`config.mk`:
```
export PLATFORM = sky130hd
export DESIGN_NAME = deser_power_link_startup
export DESIGN_NICKNAME = d
export VERILOG_FILES = /design/src/rtl/deser_pkg.sv /design/src/rtl/deser_power_link_startup.sv /design/src/rtl/timeout_counter.sv
export VERILOG_INCLUDE_DIRS = /design/src /design/src/rtl
export SDC_FILE = /design/constraint.sdc
export NUM_CORES = 1
export LEC_CHECK = 0
export BUFFER_PORTS_ARGS = -buffer_cell sky130_fd_sc_hd__clkbuf_2
export CORE_MARGIN = 2
export CORE_UTILIZATION = 55
export CTS_CLUSTER_DIAMETER = 200
export DETAILED_ROUTE_END_ITERATION = 7
export PLACE_DENSITY = 0.85
export SLEW_MARGIN = 10
export SYNTH_ARGS = -nofsm -noshare
export SYNTH_HDL_FRONTEND = slang
export SYNTH_SLANG_ARGS = --single-unit
```
`constraint.sdc`:
```
create_clock -name CORE_CLK_IN -period 6.1 [get_ports CORE_CLK_IN]
set_input_delay 0.915 -clock CORE_CLK_IN [delete_from_list [all_inputs] [get_ports CORE_CLK_IN]]
set_output_delay 0.915 -clock CORE_CLK_IN [all_outputs]
set_load 0.02 [all_outputs]
```
`src/rtl/deser_cfg.svh`:
```
/*
 * Constants for the deserializer power and link-startup controller:
 * register offsets, field positions, reset values and timing figures.
 * Assumes inclusion by the power-state controller module only.
 */
`ifndef DESER_CFG_SVH
`define DESER_CFG_SVH

// register byte offsets on the AXI4-Lite slave
`define REG_SPREAD        8'h00
`define REG_SLEEP         8'h04
`define REG_STATUS        8'h08
`define REG_STRAPS        8'h0c
`define ADDR_W            8

// spread and sleep register fields
`define SPR_SEL_LSB       0
`define SPR_SEL_MSB       1
`define SPR_DIV_LSB       8
`define SPR_DIV_MSB       12
`define SLP_BIT           0

// spread select encodings
`define SS_NONE           2'h0
`define SS_2PCT           2'h1
`define SS_NONE_ALT       2'h2
`define SS_4PCT           2'h3

// sawtooth divider limits and modulation coefficient
`define DIV_LIMIT_4PCT    5'h0f
`define DIV_LIMIT_2PCT    5'h1e
`define DIV_LIMIT_NONE    5'h1f
`define DIV_RESET         5'h00
`define MOD_COEFF         8'hd0

// AXI responses
`define RESP_OKAY         2'h0
`define RESP_SLVERR       2'h2

// timing: 8 ms sleep/lock window on a 5 ns clock
`define SLEEP_TIMEOUT_NS  8000000
`define CORE_CLK_PERIOD_NS 5
`define TMR_W             21

`endif

```
`src/rtl/deser_pkg.sv`:
```
/*
 * Types for the deserializer power and link-startup controller.
 * Assumes nothing beyond the compile order given by the file list.
 */
package deser_pkg;

	// gray codes along power-up -> normal -> sleep -> wake -> normal
	typedef enum logic [2:0] {
		ST_PDOWN      = 3'h0,
		ST_STRAP      = 3'h1,
		ST_NORMAL     = 3'h3,
		ST_SLEEP_PEND = 3'h2,
		ST_SLEEP      = 3'h6,
		ST_WAKING     = 3'h7
	} pwr_state_t;

endpackage

```
`src/rtl/deser_power_link_startup.sv`:
```
/*
 * Power-state and link-startup controller of a serial-link deserializer,
 * with spread-spectrum setup, sleep, power-down and strap relatching,
 * reached by software over an AXI4-Lite slave.
 * Assumes the core clock comes from the internal oscillator, so it runs
 * with or without a recovered link clock; all inputs are synchronous.
 */
`timescale 1ns/100ps
`include "deser_cfg.svh"
module deser_power_link_startup
	import deser_pkg::*;
#(
	parameter int unsigned SLEEP_TIMEOUT_CYC = `SLEEP_TIMEOUT_NS / `CORE_CLK_PERIOD_NS
) (
	// clock, reset, enable
	input  wire logic                CORE_CLK_IN,
	input  wire logic                RST_IN,
	input  wire logic                CLK_EN_IN,
	// pins and straps
	input  wire logic                POWER_DOWN_N_IN,
	input  wire logic                SPREAD_STRAP_IN,
	input  wire logic                EQUALIZER_STRAP_IN,
	input  wire logic                DATA_RATE_STRAP_IN,
	input  wire logic [1:0]          ADDR_STRAP_IN,
	input  wire logic                MODE_SELECT_PIN_IN,
	input  wire logic                CONTROL_SIDE_SELECT_IN,
	// link status from the receiver
	input  wire logic                LINK_ACTIVITY_IN,
	input  wire logic                LOCK_IN,
	input  wire logic                WAKEUP_IN,
	input  wire logic                CONFIG_LINK_IN,
	// control outputs
	output logic                     OUTPUT_ENABLE_OUT,
	output logic                     LOCK_ENABLE_OUT,
	output logic                     SLEEP_OUT,
	output logic                     CTRL_CHANNEL_READY_OUT,
	output logic                     CONFIG_LINK_ACTIVE_OUT,
	output logic [1:0]               SPREAD_SEL_OUT,
	output logic [4:0]               SAWTOOTH_DIVIDER_OUT,
	output logic                     EQUALIZER_STRAP_OUT,
	output logic                     DATA_RATE_STRAP_OUT,
	output logic [1:0]               ADDR_STRAP_OUT,
	// AXI4-Lite slave
	input  wire logic [`ADDR_W-1:0]  S_AXI_AWADDR,
	input  wire logic                S_AXI_AWVALID,
	output logic                     S_AXI_AWREADY,
	input  wire logic [31:0]         S_AXI_WDATA,
	input  wire logic [3:0]          S_AXI_WSTRB,
	input  wire logic                S_AXI_WVALID,
	output logic                     S_AXI_WREADY,
	output logic [1:0]               S_AXI_BRESP,
	output logic                     S_AXI_BVALID,
	input  wire logic                S_AXI_BREADY,
	input  wire logic [`ADDR_W-1:0]  S_AXI_ARADDR,
	input  wire logic                S_AXI_ARVALID,
	output logic                     S_AXI_ARREADY,
	output logic [31:0]              S_AXI_RDATA,
	output logic [1:0]               S_AXI_RRESP,
	output logic                     S_AXI_RVALID,
	input  wire logic                S_AXI_RREADY
);

	localparam int TW = `TMR_W;

	pwr_state_t       state_q;
	pwr_state_t       state_d;
	logic [1:0]       spread_q;
	logic             spread_strap_q;
	logic             sleep_q;
	logic             aw_have_q;
	logic             w_have_q;
	logic [`ADDR_W-1:0] awaddr_q;
	logic [31:0]      wdata_q;
	logic [3:0]       wstrb_q;
	logic             tmr_expired;

	// power-down acts as a register reset
	wire pd_rst = RST_IN || !POWER_DOWN_N_IN;

	// bus decode
	wire aw_hs    = S_AXI_AWVALID && S_AXI_AWREADY;
	wire w_hs     = S_AXI_WVALID && S_AXI_WREADY;
	wire ar_hs    = S_AXI_ARVALID && S_AXI_ARREADY;
	wire do_write = aw_have_q && w_have_q && !S_AXI_BVALID;
	wire wr_spr   = do_write && (awaddr_q == `REG_SPREAD);
	wire wr_slp   = do_write && (awaddr_q == `REG_SLEEP) && wstrb_q[0];
	wire wr_known = (awaddr_q == `REG_SPREAD) || (awaddr_q == `REG_SLEEP)
		|| (awaddr_q == `REG_STATUS) || (awaddr_q == `REG_STRAPS);

	// divider saturates at the limit of the spread in force
	wire [1:0] new_sel = (wr_spr && wstrb_q[0])
		? wdata_q[`SPR_SEL_MSB:`SPR_SEL_LSB] : spread_q;
	wire [4:0] raw_div = (wr_spr && wstrb_q[1])
		? wdata_q[`SPR_DIV_MSB:`SPR_DIV_LSB] : SAWTOOTH_DIVIDER_OUT;
	wire [4:0] div_lim = (new_sel == `SS_4PCT) ? `DIV_LIMIT_4PCT
		: (new_sel == `SS_2PCT) ? `DIV_LIMIT_2PCT : `DIV_LIMIT_NONE;
	wire [4:0] new_div = (raw_div > div_lim) ? div_lim : raw_div;

	// the controller side of the link can never sleep; display use ties it low
	wire sleep_capable = !CONTROL_SIDE_SELECT_IN;

	// video lock overrides the oscillator-clocked configuration link
	wire cfg_active = CONFIG_LINK_IN && !LOCK_IN;
	wire ctrl_ready = LOCK_IN || cfg_active;

	// state sequencing
	always_comb begin
		state_d = state_q;
		unique case (state_q)
			ST_PDOWN:      state_d = ST_STRAP;
			ST_STRAP:      state_d = (MODE_SELECT_PIN_IN && sleep_capable)
				? ST_SLEEP : ST_NORMAL;
			ST_NORMAL:     if (sleep_q) state_d = ST_SLEEP_PEND;
			ST_SLEEP_PEND: begin
				if (!sleep_q)
					state_d = ST_NORMAL;
				else if (!LINK_ACTIVITY_IN || tmr_expired)
					state_d = ST_SLEEP;
			end
			ST_SLEEP:      if (WAKEUP_IN) state_d = ST_WAKING;
			ST_WAKING: begin
				if (LOCK_IN)
					state_d = ST_NORMAL;
				else if (tmr_expired)
					state_d = ST_SLEEP;
			end
			default:       state_d = ST_PDOWN;
		endcase
	end

	wire tmr_start = (state_d == ST_SLEEP_PEND || state_d == ST_WAKING)
		&& (state_d != state_q);
	wire lock_en_d = (state_d == ST_NORMAL) || (state_d == ST_SLEEP_PEND)
		|| (state_d == ST_WAKING);

	// 8 ms window runs on the oscillator clock, valid without link clock
	timeout_counter #(.WIDTH(TW)) u_timer (
		.clk_in      (CORE_CLK_IN),
		.rst_in      (pd_rst),
		.ce_in       (CLK_EN_IN),
		.start_in    (tmr_start),
		.load_in     (TW'(SLEEP_TIMEOUT_CYC)),
		.expired_out (tmr_expired)
	);

	always_ff @(posedge CORE_CLK_IN) begin
		if (pd_rst) begin
			state_q <= ST_PDOWN;
			spread_q <= `SS_NONE;
			SAWTOOTH_DIVIDER_OUT <= `DIV_RESET;
			sleep_q <= 1'b0;
		end else if (CLK_EN_IN) begin
			state_q <= state_d;
			if (state_q == ST_STRAP) begin
				spread_q <= SPREAD_STRAP_IN ? `SS_2PCT : `SS_NONE;
				sleep_q  <= MODE_SELECT_PIN_IN && sleep_capable;
			end else begin
				spread_q <= new_sel;
				SAWTOOTH_DIVIDER_OUT <= new_div;
				if (state_q == ST_WAKING && LOCK_IN)
					sleep_q <= 1'b0;
				else if (wr_slp)
					sleep_q <= wdata_q[`SLP_BIT] && sleep_capable;
			end
		end
	end

	// straps are caught each time power-down is left
	always_ff @(posedge CORE_CLK_IN) begin
		if (CLK_EN_IN && state_q == ST_STRAP && !pd_rst) begin
			spread_strap_q      <= SPREAD_STRAP_IN;
			EQUALIZER_STRAP_OUT <= EQUALIZER_STRAP_IN;
			DATA_RATE_STRAP_OUT <= DATA_RATE_STRAP_IN;
			ADDR_STRAP_OUT      <= ADDR_STRAP_IN;
		end else if (RST_IN) begin
			spread_strap_q      <= 1'b0;
			EQUALIZER_STRAP_OUT <= 1'b0;
			DATA_RATE_STRAP_OUT <= 1'b0;
			ADDR_STRAP_OUT      <= 2'h0;
		end
	end

	always_ff @(posedge CORE_CLK_IN) begin
		if (pd_rst) begin
			OUTPUT_ENABLE_OUT      <= 1'b0;
			LOCK_ENABLE_OUT        <= 1'b0;
			SLEEP_OUT              <= 1'b0;
			CTRL_CHANNEL_READY_OUT <= 1'b0;
			CONFIG_LINK_ACTIVE_OUT <= 1'b0;
			SPREAD_SEL_OUT         <= `SS_NONE;
		end else if (CLK_EN_IN) begin
			OUTPUT_ENABLE_OUT      <= 1'b1;
			LOCK_ENABLE_OUT        <= lock_en_d;
			SLEEP_OUT              <= (state_d == ST_SLEEP);
			CTRL_CHANNEL_READY_OUT <= ctrl_ready && lock_en_d;
			CONFIG_LINK_ACTIVE_OUT <= cfg_active && lock_en_d;
			SPREAD_SEL_OUT         <= spread_q;
		end
	end

	// read side
	wire [31:0] rd_spread = {19'h0, SAWTOOTH_DIVIDER_OUT, 6'h0, spread_q};
	wire [31:0] rd_sleep  = {31'h0, sleep_q};
	wire [31:0] rd_status = {16'h0, `MOD_COEFF, 1'b0, state_q,
		CONFIG_LINK_ACTIVE_OUT, CTRL_CHANNEL_READY_OUT, SLEEP_OUT, LOCK_ENABLE_OUT};
	wire [31:0] rd_straps = {27'h0, ADDR_STRAP_OUT, DATA_RATE_STRAP_OUT,
		EQUALIZER_STRAP_OUT, spread_strap_q};
	wire        rd_known  = (S_AXI_ARADDR == `REG_SPREAD) || (S_AXI_ARADDR == `REG_SLEEP)
		|| (S_AXI_ARADDR == `REG_STATUS) || (S_AXI_ARADDR == `REG_STRAPS);
	wire [31:0] rd_mux    = (S_AXI_ARADDR == `REG_SPREAD) ? rd_spread
		: (S_AXI_ARADDR == `REG_SLEEP) ? rd_sleep
		: (S_AXI_ARADDR == `REG_STATUS) ? rd_status
		: (S_AXI_ARADDR == `REG_STRAPS) ? rd_straps : 32'h0;

	// bus handshakes stay alive through power-down so software never hangs
	always_ff @(posedge CORE_CLK_IN) begin
		if (RST_IN) begin
			S_AXI_AWREADY <= 1'b1;
			S_AXI_WREADY  <= 1'b1;
			S_AXI_ARREADY <= 1'b1;
			S_AXI_BVALID  <= 1'b0;
			S_AXI_RVALID  <= 1'b0;
			S_AXI_BRESP   <= `RESP_OKAY;
			S_AXI_RRESP   <= `RESP_OKAY;
			S_AXI_RDATA   <= 32'h0;
			aw_have_q     <= 1'b0;
			w_have_q      <= 1'b0;
			awaddr_q      <= '0;
			wdata_q       <= 32'h0;
			wstrb_q       <= 4'h0;
		end else if (CLK_EN_IN) begin
			if (aw_hs) begin
				aw_have_q     <= 1'b1;
				awaddr_q      <= S_AXI_AWADDR;
				S_AXI_AWREADY <= 1'b0;
			end
			if (w_hs) begin
				w_have_q     <= 1'b1;
				wdata_q      <= S_AXI_WDATA;
				wstrb_q      <= S_AXI_WSTRB;
				S_AXI_WREADY <= 1'b0;
			end
			if (do_write) begin
				S_AXI_BVALID <= 1'b1;
				S_AXI_BRESP  <= wr_known ? `RESP_OKAY : `RESP_SLVERR;
				aw_have_q    <= 1'b0;
				w_have_q     <= 1'b0;
			end
			if (S_AXI_BVALID && S_AXI_BREADY) begin
				S_AXI_BVALID  <= 1'b0;
				S_AXI_AWREADY <= 1'b1;
				S_AXI_WREADY  <= 1'b1;
			end
			if (ar_hs) begin
				S_AXI_ARREADY <= 1'b0;
				S_AXI_RVALID  <= 1'b1;
				S_AXI_RDATA   <= rd_mux;
				S_AXI_RRESP   <= rd_known ? `RESP_OKAY : `RESP_SLVERR;
			end
			if (S_AXI_RVALID && S_AXI_RREADY) begin
				S_AXI_RVALID  <= 1'b0;
				S_AXI_ARREADY <= 1'b1;
			end
		end
	end

	AST_PDN_RESET: assert property (@(posedge CORE_CLK_IN) disable iff (RST_IN)
		(!POWER_DOWN_N_IN) |=> (state_q == ST_PDOWN && !sleep_q && spread_q == `SS_NONE))
		else $error("power-down did not reset the registers");
	AST_OE_PDOWN: assert property (@(posedge CORE_CLK_IN) disable iff (RST_IN)
		(!POWER_DOWN_N_IN) |=> !OUTPUT_ENABLE_OUT)
		else $error("outputs enabled during power-down");
	AST_MCU_NO_SLEEP: assert property (@(posedge CORE_CLK_IN) disable iff (RST_IN)
		$rose(sleep_q) |-> !$past(CONTROL_SIDE_SELECT_IN))
		else $error("controller-side device took the sleep bit");
	AST_DIV_LIMIT: assert property (@(posedge CORE_CLK_IN) disable iff (RST_IN)
		(spread_q == `SS_4PCT && SAWTOOTH_DIVIDER_OUT <= `DIV_LIMIT_4PCT)
		|| (spread_q == `SS_2PCT && SAWTOOTH_DIVIDER_OUT <= `DIV_LIMIT_2PCT)
		|| (spread_q == `SS_NONE) || (spread_q == `SS_NONE_ALT))
		else $error("sawtooth divider above its limit");
	AST_SLEEP_ENTRY: assert property (@(posedge CORE_CLK_IN) disable iff (pd_rst)
		($past(state_q) == ST_SLEEP_PEND && state_q == ST_SLEEP)
		|-> ($past(!LINK_ACTIVITY_IN) || $past(tmr_expired)))
		else $error("sleep entered without inactivity or timeout");
	AST_WAKE_LOCK: assert property (@(posedge CORE_CLK_IN) disable iff (pd_rst)
		($past(state_q) == ST_WAKING && state_q == ST_NORMAL)
		|-> (!sleep_q && $past(LOCK_IN)))
		else $error("wake completed without lock or sleep bit set");
	AST_WAKE_TIMEOUT: assert property (@(posedge CORE_CLK_IN) disable iff (pd_rst)
		($past(state_q) == ST_WAKING && state_q == ST_SLEEP)
		|-> (sleep_q && $past(tmr_expired) && !$past(LOCK_IN)))
		else $error("return to sleep without timeout or bit cleared");
	AST_IGNORE_WAKE: assert property (@(posedge CORE_CLK_IN) disable iff (pd_rst)
		(state_q == ST_NORMAL && WAKEUP_IN && !sleep_q) |=> (state_q == ST_NORMAL))
		else $error("wake-up signal acted on in normal mode");
	AST_CTRL_READY: assert property (@(posedge CORE_CLK_IN) disable iff (RST_IN)
		CTRL_CHANNEL_READY_OUT |-> $past(LOCK_IN || CONFIG_LINK_IN))
		else $error("control channel ready without a link");
	AST_STRAP_LATCH: assert property (@(posedge CORE_CLK_IN) disable iff (pd_rst)
		(state_q == ST_STRAP && CLK_EN_IN)
		|=> (spread_q == ($past(SPREAD_STRAP_IN) ? `SS_2PCT : `SS_NONE)
		&& sleep_q == $past(MODE_SELECT_PIN_IN && !CONTROL_SIDE_SELECT_IN)))
		else $error("strap or mode select not latched at start");

endmodule

```
`src/rtl/timeout_counter.sv`:
```
/*
 * One-shot down counter: a start pulse loads the count, and a one-cycle
 * expiry pulse follows after that many enabled clock cycles.
 * Assumes its clock is the free-running internal oscillator domain.
 */
`timescale 1ns/100ps
module timeout_counter #(
	parameter int unsigned WIDTH = 21
) (
	// clock and control
	input  wire logic             clk_in,
	input  wire logic             rst_in,
	input  wire logic             ce_in,
	// timer
	input  wire logic             start_in,
	input  wire logic [WIDTH-1:0] load_in,
	output logic                  expired_out
);

	logic [WIDTH-1:0] cnt_q;
	logic             run_q;
	wire              last_tick = run_q && (cnt_q == WIDTH'(1));

	always_ff @(posedge clk_in) begin
		if (rst_in) begin
			cnt_q       <= '0;
			run_q       <= 1'b0;
			expired_out <= 1'b0;
		end else if (ce_in) begin
			expired_out <= last_tick && !start_in;
			if (start_in) begin
				cnt_q <= load_in;
				run_q <= 1'b1;
			end else if (run_q) begin
				cnt_q <= cnt_q - WIDTH'(1);
				run_q <= !last_tick;
			end
		end
	end

endmodule

```
# --- Yosys cells after proc, flatten, opt, wreduce, memory -nomap -nowiden ---
# Cells that the tools add are included.
# Widths: inputs -> output; s select.
classes:
  add_sub_neg: 1
  mux: 48
  n_eq_ne: 19
  n_reduce_logical: 68
  magnitude_cmp: 1
  bitwise_logic: 1
op_table:
  columns: ["operator", "count"]
  rows:
  - ["$mux 16", 3]
  - ["$mux 21", 2]
  - ["$eq 8x4->1 const B", 4]
  - ["$reduce_and 2->1", 13]
  - ["$mux 1", 25]
  - ["$logic_and 1x1->1", 23]
  - ["$eq 21x1->1 const B", 1]
  - ["$mux 3", 7]
  - ["$sub 21x1->21 const B", 1]
  - ["$mux 5", 4]
  - ["$pmux 3 s6", 1]
  - ["$eq 8x3->1 const B", 2]
  - ["$logic_not 8->1", 2]
  - ["$reduce_bool 2->1", 8]
  - ["$eq 3x2->1 const B", 4]
  - ["$eq 3x3->1 const B", 4]
  - ["$logic_or 1x1->1", 12]
  - ["$mux 2", 6]
  - ["$logic_not 1->1", 8]
  - ["$gt 5x5->1", 1]
  - ["$eq 3x1->1 const B", 1]
  - ["$logic_not 3->1", 1]
  - ["$ne 3x3->1", 1]
  - ["$reduce_bool 3->1", 1]
  - ["other kinds (3)", 3]
totals:
  register_bits: 112
  out_inout_bits: 57
  word_cells: 168
  inputBits: 72

# --- Depth between registers and ports, before layout ---
logic_depth:
  word_depth: 10
  ltp_mapped: 12
  mapped_depth_nobuf: 12

# --- Modules after synthesis ---
# From an unflattened synthesis, not the netlist that was laid out.
hier_totals:
  cells_unflattened: 540
  area_unflattened_um2: 4390.5
modules_own_cells:
  columns: ["module", "seq_area_each_um2", "cells_each", "n_inst", "area_each_um2"]
  rows:
  - ["deser_power_link_startup", 1291.2, 352, 1, 2940.3]
  - ["timeout_counter", 460.4, 188, 1, 1450.1]

# --- Worst setup path after synthesis ---
# OpenSTA, ideal clock, no wires.
synth_path:
  kind: "register to register"
  startpoint: "register S_AXI_BVALID"
  endpoint: "register SAWTOOTH_DIVIDER_OUT[2]"
  path_stages_with_launch: 10
  path_slack_ns: 3.415
  period_less_slack_ns: 2.685
  t_required_ns: 5.981
  n_path_buf: 0
  setup_ns: 0.119
  arrival_time_ns: 2.567
  path_cell_list: "dfxtp_1 -> and4bb_2 -> nand4_2 -> mux2_2 -> ha_1 -> nand4_1 -> mux2i_1 -> a32oi_2 -> or3_1 -> o221a_2"
synth_between:
  elab_chain_len: 10
  word_cells_on_any_way: 13
  classes_between: "order compare: 1; eq/ne: 2; mux: 5; reduce/logical: 5"
synth_lines:
  columns: ["item", "line", "text"]
  rows:
  - ["start, declared", "deser_power_link_startup.sv:52", "output logic S_AXI_BVALID,"]
  - ["start signal, assigned", "deser_power_link_startup.sv:221", "S_AXI_BVALID <= 1'b0;"]
  - ["start signal, assigned", "deser_power_link_startup.sv:244", "S_AXI_BVALID <= 1'b1;"]
  - ["start signal, assigned", "deser_power_link_startup.sv:250", "S_AXI_BVALID <= 1'b0;"]
  - ["$logic_not 1->1 (*)", "deser_power_link_startup.sv:84", "wire do_write = aw_have_q && w_have_q && !S_AXI_BVALID;"]
  - ["$logic_and 1x1->1 (*)", "deser_power_link_startup.sv:84", null]
  - ["$logic_and 1x1->1 (*)", "deser_power_link_startup.sv:85", "wire wr_spr = do_write && (awaddr_q == `REG_SPREAD);"]
  - ["$logic_and 1x1->1", "deser_power_link_startup.sv:91", "wire [1:0] new_sel = (wr_spr && wstrb_q[0])"]
  - ["$mux 2", "deser_power_link_startup.sv:91", null]
  - ["$eq 2x1->1 (no source line)", null, null]
  - ["$mux 1 (no source line)", null, null]
  - ["$mux 5 (no source line)", null, null]
  - ["$gt 5x5->1", "deser_power_link_startup.sv:97", "wire [4:0] new_div = (raw_div > div_lim) ? div_lim : raw_div;"]
  - ["$mux 5 (*)", "deser_power_link_startup.sv:97", null]
  - ["end signal, assigned", "deser_power_link_startup.sv:150", "SAWTOOTH_DIVIDER_OUT <= `DIV_RESET;"]
  - ["end signal, assigned", "deser_power_link_startup.sv:159", "SAWTOOTH_DIVIDER_OUT <= new_div;"]
  - ["end, declared", "deser_power_link_startup.sv:39", "output logic [4:0] SAWTOOTH_DIVIDER_OUT,"]
# Every way passes the cells marked *; elsewhere a longest branch is shown, timed or not.
# A chain may end at the register's enable or synchronous reset.

# --- Worst setup path in the final report ---
layout_path:
  startpoint: "input CLK_EN_IN"
  endpoint: "register S_AXI_RDATA[10]"
layout_between:
  elab_chain_len: 1
layout_lines:
  columns: ["item", "line", "text"]
  rows:
  - ["start, declared", "deser_power_link_startup.sv:18", "input wire logic CLK_EN_IN,"]
  - ["$reduce_and 2->1 (no source line)", null, null]
  - ["end signal, assigned", "deser_power_link_startup.sv:257", "S_AXI_RDATA <= rd_mux;"]
  - ["end, declared", "deser_power_link_startup.sv:57", "output logic [31:0] S_AXI_RDATA,"]
# No other way between the ends.

==> impl_metrics.json <==
{
  "synth_compound_area_frac": 0.184,
  "final_layout_size_suffix_gt1_frac": 0.199,
  "dpl_cell_area_mm2": 0.00452,
  "antenna_found_initial": 0,
  "seq_area_frac_synth": 0.420,
  "path_cells": "clkbuf_2 -> nand3_1 -> nor4_1 -> nor3b_1 -> a22oi_1 -> nor2_1",
  "status": "complete, no violations",
  "ant_nets": 0,
  "track_usage": 0.244,
  "layout_common_cells": "81 x clkbuf_2, 80 x dfxtp_1, 74 x nand2_1",
  "synth-simple-area-share": 0.271,
  "path_max_fanout": 43,
  "synth_xor_area_frac": 0.00630,
  "hpwl_um": 7150,
  "p_per_area_mw_per_mm2": 230,
  "coreArea_mm2": 0.00729,
  "skew_ps": 7.89,
  "max-cap-violations": 0,
  "startpoint": "CLK_EN_IN",
  "synth_top_family_by_area": "simple AND/OR/NAND/NOR gates",
  "via_per_inst": 5.92,
  "areaGrowthSynthToFinish_pct": 12.9,
  "hold_start": "S_AXI_RDATA[12]",
  "ioPinCount": 129,
  "rr_startpoint": "awaddr_q[6]",
  "htreeDepth": 3,
  "synth_mux_area_frac": 0.0330,
  "overflow": 0,
  "portBuffers": 81,
  "stdcell_count": 673,
  "die_area_mm2": 0.00830,
  "numCtsBuffers": 9,
  "cts_resized": 0,
  "dr.pass1.iters": 5,
  "final_common_cell": "clkbuf_2",
  "yosys_warnings": 0,
  "end_kind": "register",
  "clock_path_buffers": 2,
  "drt_wl_total_um": 10000,
  "drcViolationCount": 0,
  "cts_tree": "built",
  "place.gp.congestion": 0.817,
  "synth_area_leaders": "dfxtp_1 38%, nand2_1 6.7%, a21oi_1 5.4%",
  "worstSkewPairLatency_ps": 370,
  "antennaDiodeCount": 0,
  "grt_max_degree": 44,
  "grt_pass1_wl_um": 16600,
  "drt_iter0_markers": 279,
  "grt_pass1_vias": 3543,
  "nets": 646,
  "criticalPathCategory": "in2reg",
  "critPathMaxStageDelay_ps": 850,
  "max_freq_mhz": 273,
  "initial_core_util": 0.572,
  "fin_crit_ps": 3660,
  "vias": 3982,
  "fin_ws_ps": 2440,
  "async_flop_share": 0,
  "slowest_stage": "nor4_1",
  "slew_headroom": 0.364,
  "yosysUniqueCellTypes": 63,
  "post-place-ws_ps": 2130,
  "ir_drop_v": 0.000131,
  "synth_fa_ha_area_frac": 0.0120,
  "fill_cells": 614,
  "hold_ws_ps": 462,
  "min_path_type": "reg2reg",
  "clock-sinks": 85,
  "period_share": 0.600,
  "setup_tns_ps": 0,
  "syn_area_mm2": 0.00417,
  "cp.arrival_ps": 3960,
  "tightest_slew_ps": 952,
  "netlist.area_leader.share": 0.384,
  "clk_pin_slew_ps": 90,
  "die_x_um": 91.1,
  "hold_violations": 0,
  "avgSynthCellArea_um2": 8.29,
  "drv_slew": 0,
  "start_kind": "primary input",
  "synthFlopType": "dfxtp_1",
  "synthCells": 503,
  "cts_root_buffer": "clkbuf_8",
  "die_h_um": 91.1,
  "fin_area_mm2": 0.00471,
  "rsz0062_at_grt": "no",
  "synth_edf_count": 5,
  "dp_cells": 658,
  "setup_viol_count_final": 0,
  "required_ps": 6400,
  "wl_per_cell_um": 14.9,
  "synth_top_cell_by_area": "dfxtp_1",
  "num_rows": 31,
  "leakagePower_nw": 1.89,
  "ctsHoldBuffers": 0,
  "postCtsSetupBuffers": 0,
  "ys_seq_elements": 85,
  "fin_util": 0.646,
  "power.total_mw": 1.08
}
## cell type report
class                      count  area [um^2]  share of cell area
timing repair buffer          82          413              0.0877
clock inverter                 5         41.3             0.00877
multi-input combinational    381         2190               0.465
sequential                    85         1750               0.372
inverter                      11         41.3             0.00877
tap                           99          124              0.0263
clock buffer                  10          149              0.0316
## layer usage
metal	wire, um	track usage	up-vias
met1	4500	0.326	1868
met5	0	0	-
met3	667	0.0440	20
li1	-	-	1909
met4	196	0.109	0
met2	4670	0.387	185
## sequential cells by signal (all words and copies together), names as in the netlist, 2 cells and up
register	count
u_timer.cnt_q	21
S_AXI_RDATA	13
awaddr_q	8
wdata_q	7
SAWTOOTH_DIVIDER_OUT	5
state_q	3
ADDR_STRAP_OUT	2
SPREAD_SEL_OUT	2
spread_q	2
wstrb_q	2
## cell usage after synthesis, types with 5 or more instances
master    number
clkbuf_1      17
a21oi_1       45
nand3_1       17
nand3b_1       5
o21ai_0       15
nor4_1         7
a31oi_1        9
buf_4         21
and3_1         5
nand4_1        5
nor2_1        45
or3_1         12
nor3_1        19
o21a_1         7
or4_1          6
nand2_1       74
mux2i_1        7
dfxtp_1       80
inv_1         11
edfxtp_1       5
and2_1         6
a22oi_1       11
o221a_2        6
## where the power goes
part           switching, mW  internal (mW)  total [mW]
clock                  0.211          0.174       0.385
combinational         0.0753         0.0373       0.113
sequential            0.0130          0.573       0.586
total                  0.300          0.784        1.08
## cell families (layout without fill, tap and decap cells)
family,count (synthesis),after routing
mux,12,12
simple gates,225,225
compound gates,117,117
fa+ha+maj,4,4
xor+xnor,3,3
flops,85,85
other cells,1,20
buf+inv,56,108
## final timing paths
path | slack, ps | depth (start not counted) | to
setup / recovery | 2440 | 6 | S_AXI_RDATA[10]
hold / removal | 460 | 2 | S_AXI_RDATA[12]
setup reg to reg | 3080 | 11 | SAWTOOTH_DIVIDER_OUT[2]
hold reg to reg | 460 | 2 | S_AXI_RDATA[12]
## worst max-delay path, delay by kind of cell
kind / cells / cell delay, ps
and+or+nand+nor: 4 / 2230
buffers and inverters: 1 / 660
AOI/OAI and AO/OA: 1 / 140
Note: power is estimated with default switching activity, not from simulation.
